<file path="config.mk">
export PLATFORM = sky130hd
export DESIGN_NAME = csp_core
export DESIGN_NICKNAME = d
export VERILOG_FILES = /design/src/common/csp_pkg.sv /design/src/core/csp_core.sv
export SDC_FILE = /design/constraint.sdc
export NUM_CORES = 2
export LEC_CHECK = 0
export CAP_MARGIN = 30
export CORE_AREA = 2 2 396 398
export CTS_CLUSTER_SIZE = 28
export DETAILED_ROUTE_END_ITERATION = 10
export DIE_AREA = 0 0 398 400
export DONT_BUFFER_PORTS = 1
export PLACE_DENSITY_LB_ADDON = 0.15
export SLEW_MARGIN = 20
export SYNTH_ARGS = -nofsm -noshare
export SYNTH_HDL_FRONTEND = slang
export SYNTH_SLANG_ARGS = --single-unit
</file>
<file path="constraint.sdc">
create_clock -name clk_i -period 59.3 [get_ports clk_i]
set_clock_uncertainty 0.05 [all_clocks]
set_input_delay 5.93 -clock clk_i [delete_from_list [all_inputs] [get_ports clk_i]]
set_output_delay 5.93 -clock clk_i [all_outputs]
set_load 0.02 [all_outputs]
</file>
<file path="src/common/csp_pkg.sv">
// current sense processor constants: register map, field layout, timing
// assumes a single system clock; dividers derive sample and peak strobes
package csp_pkg;
	// timing
	localparam longint CLK_HZ       = 64'd10_000_000;
	localparam longint SAMPLE_HZ    = 64'd25_000_000;
	localparam longint PEAK_HZ      = 64'd100_000_000;
	localparam longint BLANK_MAX_NS = 64'd280;
	localparam longint NS_PER_S     = 64'd1_000_000_000;
	// converter
	localparam int     EST_W        = 13;
	localparam int     DAC_LEVELS   = 640;
	localparam int     EST_FRAC     = 3;
	localparam int     EST_MAX      = (DAC_LEVELS << EST_FRAC) - 1;
	localparam int     LSB_HIGH_UV  = 100;
	localparam int     LSB_LOW_UV   = 1450;
	localparam int     CUR_W        = 26;
	localparam int     TC_SHIFT     = 16;
	localparam int     LC_SHIFT     = 4;
	localparam int     AVG_LOG2     = 3;
	// register byte addresses
	localparam logic [7:0] A_CTRL   = 8'h00;
	localparam logic [7:0] A_OFFSET = 8'h04;
	localparam logic [7:0] A_BLANK  = 8'h08;
	localparam logic [7:0] A_SLOPE  = 8'h0c;
	localparam logic [7:0] A_CORR   = 8'h10;
	localparam logic [7:0] A_OC     = 8'h14;
	localparam logic [7:0] A_UC     = 8'h18;
	localparam logic [7:0] A_IOC    = 8'h1c;
	localparam logic [7:0] A_PEAK   = 8'h20;
	localparam logic [7:0] A_HIZ    = 8'h24;
	localparam logic [7:0] A_STAT   = 8'h28;
	localparam logic [7:0] A_MASK   = 8'h2c;
	localparam logic [7:0] A_EST    = 8'h30;
	localparam logic [7:0] A_AVG    = 8'h34;
	localparam logic [7:0] A_CUR    = 8'h38;
	// control bits
	localparam int C_GAIN_HIGH  = 0;
	localparam int C_STAGE_MODE = 1;
	localparam int C_PRIMARY    = 2;
	localparam int C_PEAK_MODE  = 3;
	localparam int C_LCOMP_EN   = 4;
	localparam int C_TCOMP_EN   = 5;
	localparam int CTRL_W       = 6;
	// status and mask bits
	localparam int S_OC    = 0;
	localparam int S_UC    = 1;
	localparam int S_IOC   = 2;
	localparam int S_PEAK  = 3;
	localparam int S_AVG   = 4;
	localparam int S_SHORT = 5;
	localparam int STAT_W  = 6;
	// field positions
	localparam int F_TRAIL   = 8;
	localparam int F_SLOPE_H = 16;
	localparam int F_LCOEF   = 8;
	localparam int F_TCOEF   = 16;
	// reset values
	localparam logic [CTRL_W-1:0] CTRL_RST = 6'h01;
	localparam logic [15:0]       OC_RST   = 16'h7fff;
endpackage : csp_pkg

</file>
<file path="src/core/csp_core.sv">
// current sense processor: estimator, compensation, blanking, averaging,
// faults, peak limit, pwm gating and wishbone register slave
// assumes pwm and comparator inputs are synchronous to clk_i
`timescale 1ns/1ps
`default_nettype none
module csp_core #(
	parameter longint CLK_HZ   = csp_pkg::CLK_HZ,
	parameter int     NPWM     = 12,
	parameter int     MEAS_IDX = 0,
	parameter int     TRI_A    = 6,
	parameter int     TRI_B    = 11
) (
	// system
	input  wire logic                      clk_i,
	input  wire logic                      rst_i,
	// wishbone slave
	input  wire logic                      cyc_i,
	input  wire logic                      stb_i,
	input  wire logic                      we_i,
	input  wire logic [7:0]                adr_i,
	input  wire logic [3:0]                sel_i,
	input  wire logic [31:0]               dat_i,
	output logic      [31:0]               dat_o,
	output logic                           ack_o,
	// converter front end
	input  wire logic [4:0]                cmp_i,
	output logic      [9:0]                dac_code_o,
	output logic                           gain_high_o,
	output logic                           ref_pin_sel_o,
	// temperature and loop
	input  wire logic signed [7:0]         temp_delta_i,
	input  wire logic [csp_pkg::EST_W-1:0] err_thr_i,
	// pwm path
	input  wire logic [NPWM-1:0]           pwm_i,
	input  wire logic                      hw_hiz_i,
	output logic      [NPWM-1:0]           pwm_o,
	output logic      [NPWM-1:0]           pwm_oe_n_o,
	// interrupt
	output logic                           irq_o
);
	localparam longint SMP_DIV_L = (CLK_HZ / csp_pkg::SAMPLE_HZ) < 1 ? 1 : CLK_HZ / csp_pkg::SAMPLE_HZ;
	localparam longint PK_DIV_L  = (CLK_HZ / csp_pkg::PEAK_HZ) < 1 ? 1 : CLK_HZ / csp_pkg::PEAK_HZ;
	localparam longint BLK_L     = csp_pkg::BLANK_MAX_NS * CLK_HZ / csp_pkg::NS_PER_S;
	localparam logic [7:0] SMP_DIV   = 8'(SMP_DIV_L);
	localparam logic [7:0] PK_DIV    = 8'(PK_DIV_L);
	localparam logic [3:0] BLANK_MAX = 4'(BLK_L < 1 ? 1 : BLK_L);
	localparam logic [3:0] AVG_N     = 4'(1 << csp_pkg::AVG_LOG2);
	localparam int W = csp_pkg::CUR_W;

	////////////////////////////////////////////////////////////////////////////
	// functions
	function automatic logic signed [4:0] step_of(input logic [4:0] c);
		logic [2:0] n;
		n = 3'(c[0]) + 3'(c[1]) + 3'(c[2]) + 3'(c[3]) + 3'(c[4]);
		step_of = 5'(signed'({2'b00, n, 1'b0})) - 5'sd5;
	endfunction

	function automatic logic [3:0] blank_clamp(input logic [3:0] v);
		blank_clamp = (v > BLANK_MAX) ? BLANK_MAX : v;
	endfunction

	function automatic logic signed [W-1:0] scale_sub(input logic signed [W-1:0] x,
		input logic signed [W-1:0] k, input int sh);
		logic signed [2*W-1:0] p;
		p = x * k;
		scale_sub = x - W'(p >>> sh);
	endfunction

	////////////////////////////////////////////////////////////////////////////
	// registers
	logic [csp_pkg::CTRL_W-1:0]   ctrl_reg;
	logic [csp_pkg::EST_W-1:0]    offset_reg;
	logic [3:0]                   blank_lead_reg;
	logic [3:0]                   blank_trail_reg;
	logic signed [15:0]           slope_on_reg;
	logic signed [15:0]           slope_off_reg;
	logic [3:0]                   corr_sh_reg;
	logic [7:0]                   lcoef_reg;
	logic [7:0]                   tcoef_reg;
	logic signed [W-1:0]          oc_reg;
	logic signed [W-1:0]          uc_reg;
	logic signed [W-1:0]          ioc_reg;
	logic [csp_pkg::EST_W-1:0]    peak_reg;
	logic [NPWM-1:0]              hiz_fw_reg;
	logic [csp_pkg::STAT_W-1:0]   stat_reg;
	logic [csp_pkg::STAT_W-1:0]   mask_reg;
	logic [csp_pkg::STAT_W-1:0]   ev;
	logic                         wr;
	logic [31:0]                  rd_next;

	assign wr = cyc_i && stb_i && we_i && !ack_o;

	always_ff @(posedge clk_i) begin
		if (rst_i) begin
			ctrl_reg        <= csp_pkg::CTRL_RST;
			offset_reg      <= '0;
			blank_lead_reg  <= '0;
			blank_trail_reg <= '0;
			slope_on_reg    <= '0;
			slope_off_reg   <= '0;
			corr_sh_reg     <= '0;
			lcoef_reg       <= '0;
			tcoef_reg       <= '0;
			oc_reg          <= W'(csp_pkg::OC_RST);
			uc_reg          <= '0;
			ioc_reg         <= W'(csp_pkg::OC_RST);
			peak_reg        <= '1;
			hiz_fw_reg      <= '0;
			mask_reg        <= '0;
		end else if (wr && sel_i == 4'hf) begin
			if (adr_i == csp_pkg::A_CTRL) begin
				ctrl_reg <= dat_i[csp_pkg::CTRL_W-1:0];
			end else if (adr_i == csp_pkg::A_OFFSET) begin
				offset_reg <= dat_i[csp_pkg::EST_W-1:0];
			end else if (adr_i == csp_pkg::A_BLANK) begin
				blank_lead_reg  <= blank_clamp(dat_i[3:0]);
				blank_trail_reg <= blank_clamp(dat_i[csp_pkg::F_TRAIL +: 4]);
			end else if (adr_i == csp_pkg::A_SLOPE) begin
				slope_on_reg  <= dat_i[15:0];
				slope_off_reg <= dat_i[csp_pkg::F_SLOPE_H +: 16];
			end else if (adr_i == csp_pkg::A_CORR) begin
				corr_sh_reg <= dat_i[3:0];
				lcoef_reg   <= dat_i[csp_pkg::F_LCOEF +: 8];
				tcoef_reg   <= dat_i[csp_pkg::F_TCOEF +: 8];
			end else if (adr_i == csp_pkg::A_OC) begin
				oc_reg <= dat_i[W-1:0];
			end else if (adr_i == csp_pkg::A_UC) begin
				uc_reg <= dat_i[W-1:0];
			end else if (adr_i == csp_pkg::A_IOC) begin
				ioc_reg <= dat_i[W-1:0];
			end else if (adr_i == csp_pkg::A_PEAK) begin
				peak_reg <= dat_i[csp_pkg::EST_W-1:0];
			end else if (adr_i == csp_pkg::A_HIZ) begin
				hiz_fw_reg <= dat_i[NPWM-1:0];
			end else if (adr_i == csp_pkg::A_MASK) begin
				mask_reg <= dat_i[csp_pkg::STAT_W-1:0];
			end
		end
	end

	////////////////////////////////////////////////////////////////////////////
	// rate strobes
	logic [7:0] smp_cnt_reg;
	logic [7:0] pk_cnt_reg;
	logic       smp_en;
	logic       pk_en;

	assign smp_en = (smp_cnt_reg == 8'h00);
	assign pk_en  = (pk_cnt_reg == 8'h00);

	always_ff @(posedge clk_i) begin
		if (rst_i || smp_en) begin
			smp_cnt_reg <= SMP_DIV - 8'h01;
		end else begin
			smp_cnt_reg <= smp_cnt_reg - 8'h01;
		end
	end

	always_ff @(posedge clk_i) begin
		if (rst_i || pk_en) begin
			pk_cnt_reg <= PK_DIV - 8'h01;
		end else begin
			pk_cnt_reg <= pk_cnt_reg - 8'h01;
		end
	end

	////////////////////////////////////////////////////////////////////////////
	// pwm edges and blanking
	logic       pwm_d_reg;
	logic       rise;
	logic       fall;
	logic [3:0] blank_cnt_reg;
	logic       blanked;

	assign rise    = pwm_i[MEAS_IDX] && !pwm_d_reg;
	assign fall    = !pwm_i[MEAS_IDX] && pwm_d_reg;
	assign blanked = (blank_cnt_reg != 4'h0) || ((rise || fall) && blank_lead_reg != 4'h0);

	always_ff @(posedge clk_i) begin
		if (rst_i) begin
			pwm_d_reg <= 1'b0;
		end else begin
			pwm_d_reg <= pwm_i[MEAS_IDX];
		end
	end

	always_ff @(posedge clk_i) begin
		if (rst_i) begin
			blank_cnt_reg <= '0;
		end else if (rise) begin
			blank_cnt_reg <= blank_lead_reg;
		end else if (fall) begin
			blank_cnt_reg <= blank_trail_reg;
		end else if (blank_cnt_reg != 4'h0) begin
			blank_cnt_reg <= blank_cnt_reg - 4'h1;
		end
	end

	////////////////////////////////////////////////////////////////////////////
	// current estimator
	logic [csp_pkg::EST_W-1:0] est_reg;
	logic [csp_pkg::EST_W-1:0] est_prev_reg;
	logic signed [15:0]        est_sum;
	logic signed [15:0]        corr;
	logic signed [15:0]        slope;

	always_comb begin
		slope = pwm_i[MEAS_IDX] ? slope_on_reg : slope_off_reg;
		// quantized tracking error, dropped while blanked
		corr  = blanked ? 16'sd0 : (16'(step_of(cmp_i)) <<< corr_sh_reg);
		est_sum = signed'({3'b000, est_reg}) + slope + corr;
	end

	// tracking estimate; primary or secondary shape
	always_ff @(posedge clk_i) begin
		if (rst_i) begin
			est_reg      <= '0;
			est_prev_reg <= '0;
		end else if (smp_en) begin
			est_prev_reg <= est_reg;
			if (ctrl_reg[csp_pkg::C_PRIMARY] && !pwm_i[MEAS_IDX]) begin
				est_reg <= '0;
			end else if (est_sum < 16'sd0) begin
				est_reg <= '0;
			end else if (est_sum > 16'(csp_pkg::EST_MAX)) begin
				est_reg <= csp_pkg::EST_W'(csp_pkg::EST_MAX);
			end else begin
				est_reg <= est_sum[csp_pkg::EST_W-1:0];
			end
		end
	end

	////////////////////////////////////////////////////////////////////////////
	// scaling and compensation
	logic signed [W-1:0] raw;
	logic signed [W-1:0] lcorr;
	logic signed [W-1:0] tcorr;
	logic signed [W-1:0] cur_reg;
	logic signed [W-1:0] lsb;

	always_comb begin
		lsb = ctrl_reg[csp_pkg::C_GAIN_HIGH] ? W'(csp_pkg::LSB_HIGH_UV) : W'(csp_pkg::LSB_LOW_UV);
		raw = (W'(est_reg) - W'(offset_reg)) * lsb;
		lcorr = ctrl_reg[csp_pkg::C_LCOMP_EN]
			? raw - ((W'(est_reg) - W'(est_prev_reg)) * W'(lcoef_reg) * lsb >>> csp_pkg::LC_SHIFT)
			: raw;
		tcorr = ctrl_reg[csp_pkg::C_TCOMP_EN]
			? scale_sub(lcorr, W'(temp_delta_i) * W'(tcoef_reg), csp_pkg::TC_SHIFT)
			: lcorr;
	end

	always_ff @(posedge clk_i) begin
		if (rst_i) begin
			cur_reg <= '0;
		end else if (smp_en) begin
			cur_reg <= tcorr;
		end
	end

	////////////////////////////////////////////////////////////////////////////
	// per cycle average
	logic signed [W+3:0] acc_reg;
	logic [3:0]          acc_n_reg;
	logic signed [W-1:0] avg_reg;

	// fixed sample count per cycle keeps divide a shift
	always_ff @(posedge clk_i) begin
		if (rst_i) begin
			acc_reg   <= '0;
			acc_n_reg <= '0;
			avg_reg   <= '0;
		end else if (rise) begin
			if (acc_n_reg == AVG_N) begin
				avg_reg <= W'(acc_reg >>> csp_pkg::AVG_LOG2);
			end
			acc_reg   <= '0;
			acc_n_reg <= '0;
		end else if (smp_en && !blanked && acc_n_reg != AVG_N) begin
			acc_reg   <= acc_reg + (W+4)'(tcorr);
			acc_n_reg <= acc_n_reg + 4'h1;
		end
	end

	////////////////////////////////////////////////////////////////////////////
	// peak limit and pulse cut
	logic cut_reg;
	logic peak_trip;
	logic mode_trip;

	assign peak_trip = pk_en && pwm_i[MEAS_IDX] && (est_reg >= peak_reg);
	assign mode_trip = ctrl_reg[csp_pkg::C_PEAK_MODE] && smp_en && pwm_i[MEAS_IDX] && (est_reg >= err_thr_i);

	// cut held to next cycle start
	always_ff @(posedge clk_i) begin
		if (rst_i || rise) begin
			cut_reg <= 1'b0;
		end else if (peak_trip || mode_trip) begin
			cut_reg <= 1'b1;
		end
	end

	// hardware tristate on two outputs only
	always_ff @(posedge clk_i) begin
		if (rst_i) begin
			pwm_o      <= '0;
			pwm_oe_n_o <= '1;
		end else begin
			for (int i = 0; i < NPWM; i++) begin
				pwm_o[i]      <= pwm_i[i] && !(cut_reg && !rise) && !peak_trip;
				pwm_oe_n_o[i] <= hiz_fw_reg[i] || (hw_hiz_i && (i == TRI_A || i == TRI_B));
			end
		end
	end

	////////////////////////////////////////////////////////////////////////////
	// faults and interrupt
	always_comb begin
		ev = '0;
		ev[csp_pkg::S_OC]    = rise && acc_n_reg == AVG_N && W'(acc_reg >>> csp_pkg::AVG_LOG2) > oc_reg;
		ev[csp_pkg::S_UC]    = rise && acc_n_reg == AVG_N && W'(acc_reg >>> csp_pkg::AVG_LOG2) < uc_reg;
		ev[csp_pkg::S_IOC]   = ctrl_reg[csp_pkg::C_PEAK_MODE] && pwm_i[MEAS_IDX] && cur_reg > ioc_reg;
		ev[csp_pkg::S_PEAK]  = peak_trip;
		ev[csp_pkg::S_AVG]   = rise && acc_n_reg == AVG_N;
		ev[csp_pkg::S_SHORT] = rise && acc_n_reg != AVG_N;
	end

	// new events win over a same cycle clear
	always_ff @(posedge clk_i) begin
		if (rst_i) begin
			stat_reg <= '0;
		end else if (wr && sel_i[0] && adr_i == csp_pkg::A_STAT) begin
			stat_reg <= (stat_reg & ~dat_i[csp_pkg::STAT_W-1:0]) | ev;
		end else begin
			stat_reg <= stat_reg | ev;
		end
	end

	always_ff @(posedge clk_i) begin
		if (rst_i) begin
			irq_o <= 1'b0;
		end else begin
			irq_o <= |(stat_reg & mask_reg);
		end
	end

	////////////////////////////////////////////////////////////////////////////
	// front end drive and bus answer
	always_ff @(posedge clk_i) begin
		if (rst_i) begin
			dac_code_o    <= '0;
			gain_high_o   <= 1'b0;
			ref_pin_sel_o <= 1'b0;
		end else begin
			dac_code_o    <= est_reg[csp_pkg::EST_W-1:csp_pkg::EST_FRAC];
			gain_high_o   <= ctrl_reg[csp_pkg::C_GAIN_HIGH];
			// reference pin only in stage mode; board supplies common mode
			ref_pin_sel_o <= ctrl_reg[csp_pkg::C_STAGE_MODE];
		end
	end

	always_comb begin
		rd_next = '0;
		if (adr_i == csp_pkg::A_CTRL) begin
			rd_next[csp_pkg::CTRL_W-1:0] = ctrl_reg;
		end else if (adr_i == csp_pkg::A_OFFSET) begin
			rd_next[csp_pkg::EST_W-1:0] = offset_reg;
		end else if (adr_i == csp_pkg::A_BLANK) begin
			rd_next = {20'h00000, blank_trail_reg, 4'h0, blank_lead_reg};
		end else if (adr_i == csp_pkg::A_SLOPE) begin
			rd_next = {slope_off_reg, slope_on_reg};
		end else if (adr_i == csp_pkg::A_CORR) begin
			rd_next = {8'h00, tcoef_reg, lcoef_reg, 4'h0, corr_sh_reg};
		end else if (adr_i == csp_pkg::A_OC) begin
			rd_next = 32'(oc_reg);
		end else if (adr_i == csp_pkg::A_UC) begin
			rd_next = 32'(uc_reg);
		end else if (adr_i == csp_pkg::A_IOC) begin
			rd_next = 32'(ioc_reg);
		end else if (adr_i == csp_pkg::A_PEAK) begin
			rd_next[csp_pkg::EST_W-1:0] = peak_reg;
		end else if (adr_i == csp_pkg::A_HIZ) begin
			rd_next[NPWM-1:0] = hiz_fw_reg;
		end else if (adr_i == csp_pkg::A_STAT) begin
			rd_next[csp_pkg::STAT_W-1:0] = stat_reg;
		end else if (adr_i == csp_pkg::A_MASK) begin
			rd_next[csp_pkg::STAT_W-1:0] = mask_reg;
		end else if (adr_i == csp_pkg::A_EST) begin
			rd_next[csp_pkg::EST_W-1:0] = est_reg;
		end else if (adr_i == csp_pkg::A_AVG) begin
			rd_next = 32'(avg_reg);
		end else if (adr_i == csp_pkg::A_CUR) begin
			rd_next = 32'(cur_reg);
		end
	end

	// one wait state; unmapped reads zero, writes dropped
	always_ff @(posedge clk_i) begin
		if (rst_i) begin
			ack_o <= 1'b0;
			dat_o <= '0;
		end else begin
			ack_o <= cyc_i && stb_i && !ack_o;
			dat_o <= rd_next;
		end
	end
endmodule // csp_core
`default_nettype wire

</file>
==> impl_metrics.ini <==
[die]
die_h_um = 400
initial_core_util_pct = 34.8
rows = 145
die_area_um2 = 159000
ios = 158
die_x_um = 398
core_um2 = 155000

[layout]
layout.nets = 7805
fin_util_pct = 37.4
largest_register_ffs = 32
synthToLayoutAreaGrowth_pct = 7.65
drive_gt1_share_pct = 4.29
fin_area_um2 = 58000

[worst_setup_path]
crit_arrival_ns = 24.25
crit_required_ns = 59.78
path_buf_inv = 13
end_kind = flop
cp_max_fo = 19
critPathLaunchType = flop
path_common_cell = fa_1
slowest_stage = a2111oi_1
path_delay_family = adder cells
cp_slowest_stage_delay_ns = 0.81
timing_worst_setup_path_type = reg2reg

[global_routing]
grt_usage_pct = 22.6
grt.overflow.total = 0
busiest_layer = met2
grt_pass1_wl_um = 275000
use_met3_pct = 4.09
grt_max_degree = 253
grt_util_met1_pct = 31.9
grt_pass1_vias = 44400
gr-usage-met2_pct = 36.2
antenna_found_initial = 4

[yosys]
ys_ff_latch = 397
synth_edf_count = 0
async_flop_share_pct = 0
synth.avg_cell_area_um2 = 8.34
synth_area_um2 = 53900
synth_warnings = 0
ys_types = 90
synth_common_cells = inv_1 (1154), nand2_1 (931), fa_1 (765), ha_1 (547), a21oi_1 (452)
ys.flop_type = dfxtp_1
synth.area.top_cells = fa_1 (28%), dfxtp_1 (15%), ha_1 (13%)
synth.most_common_cell = inv_1
synth_largest_area_cell = fa_1
yosysSeqAreaShare_pct = 14.7
synth.top_cell.area_share_pct = 28.4
syn_inst = 6467

[run_status]
status = complete, no violations

[clocking]
cts_root_buffer = clkbuf_16
clk_path_buf_depth = 3
cts_tree = built
cts_sinks = 397
cts.clk_slew.worst_paths_ns = 0.06
cts_max_level = 2
post_cts_resized = 0
cts_setup_buffers = 0
clk_latency_ns = 0.61
cts_buffers = 42
holdBufCountCts = 0

[run]
drv_cap = 0

[placement]
port_buffers = 0
postPlaceCellArea_um2 = 56600
dp_hpwl_um = 142000
place_congestion = 0.901

[timing]
setup_tns_ns = 0
max_freq_mhz = 42.1
hold_violations = 0
tightest_slew_ns = 1.22
slew_viol_final = 0
finalSetupViolations = 0
rsz0062_at_grt = no
finalCriticalPeriod_ns = 23.77
slew_headroom_pct = 18.9
fin_crit_sh_pct = 40.1

[route]
drtIter0Drc = 3325
vias = 43500
ant_nets = 0
drc = 0
routed_wl_um = 179000
drt_first_pass_iters = 7
wire_per_inst_um = 21.1
via_per_inst = 5.12

[hold_path]
min-delay-path-class = reg2reg
==> placed cells by master (no fill, tap or decap), types with 56 or more instances in the layout <==
| master | count |
|---|---|
| inv_1 | 1153 |
| nand2_1 | 931 |
| fa_1 | 765 |
| ha_1 | 547 |
| a21oi_1 | 452 |
| nor2_1 | 410 |
| dfxtp_1 | 396 |
| and2_1 | 164 |
| xnor2_1 | 155 |
| buf_4 | 91 |
| o21ai_0 | 73 |
| a21o_1 | 72 |
| o21ai_1 | 69 |
| nand2b_1 | 68 |
| xor2_1 | 68 |
| nor2b_1 | 67 |
| nor3_1 | 67 |
| nand3_1 | 64 |
| o211ai_1 | 61 |
| o21a_1 | 56 |
==> logic make-up (layout without fill, tap and decap cells) <==
kind of cell	Yosys count	in the layout	synth area share, %
AO/OA/AOI/OAI	1084	1084	12.7
other	2	39	0.0139
XOR/XNOR	232	232	3.85
AND/OR/NAND/NOR	1957	1957	16.3
buffers and inverters	1412	1346	9.88
adder cells (fa/ha/maj)	1317	1317	41.2
multiplexers	66	66	1.28
flip-flops	397	397	14.7
==> layer usage <==
| metal | share of wire [%] | wire length [µm] |
|---|---|---|
| met1 | 46 | 82900 |
| met2 | 45 | 80600 |
| met3 | 6.5 | 11700 |
| met4 | 2.1 | 3840 |
| met5 | 0 | 0 |
==> final cells by class <==
class,instances,area (µm²)
antenna,1,2.50
timing repair buffer,101,821
tap,2058,2570
clock inverter,16,155
inverter,1169,4390
multi-input combinational,4694,40900
clock buffer,60,1250
sequential,397,7950
fill,16200,97100
==> through the flow <==
| stage | setup slack, ns | hold slack, ns | cells |
|---|---|---|---|
| after floorplan | 38.61 | 0.364 | 6503 |
| after global placement | 36.09 | 0.384 | 8409 |
| after detailed placement | 35.73 | 0.392 | 8413 |
| after CTS | 35.69 | 0.401 | 8489 |
| after global routing | 33.77 | 0.415 | 8495 |
| final | 35.53 | 0.398 | 8496 |
==> final timing paths <==
check	end	cells past startpoint	slack (ns)	startpoint
min	pk_cnt_reg[0]$_SDFF_PP0_	1	0.40	pk_cnt_reg[0]$_SDFF_PP0_
max reg2reg	acc_reg[28]$_SDFFE_PP0P_	93	35.53	est_reg[1]$_SDFFE_PP0N_
min reg2reg	pk_cnt_reg[0]$_SDFF_PP0_	1	0.40	pk_cnt_reg[0]$_SDFF_PP0_
max	acc_reg[28]$_SDFFE_PP0P_	93	35.53	est_reg[1]$_SDFFE_PP0N_
Power is left out: the tool's default activity adds up to more than one toggle a clock period on the data nets, which glitch-free logic cannot reach.
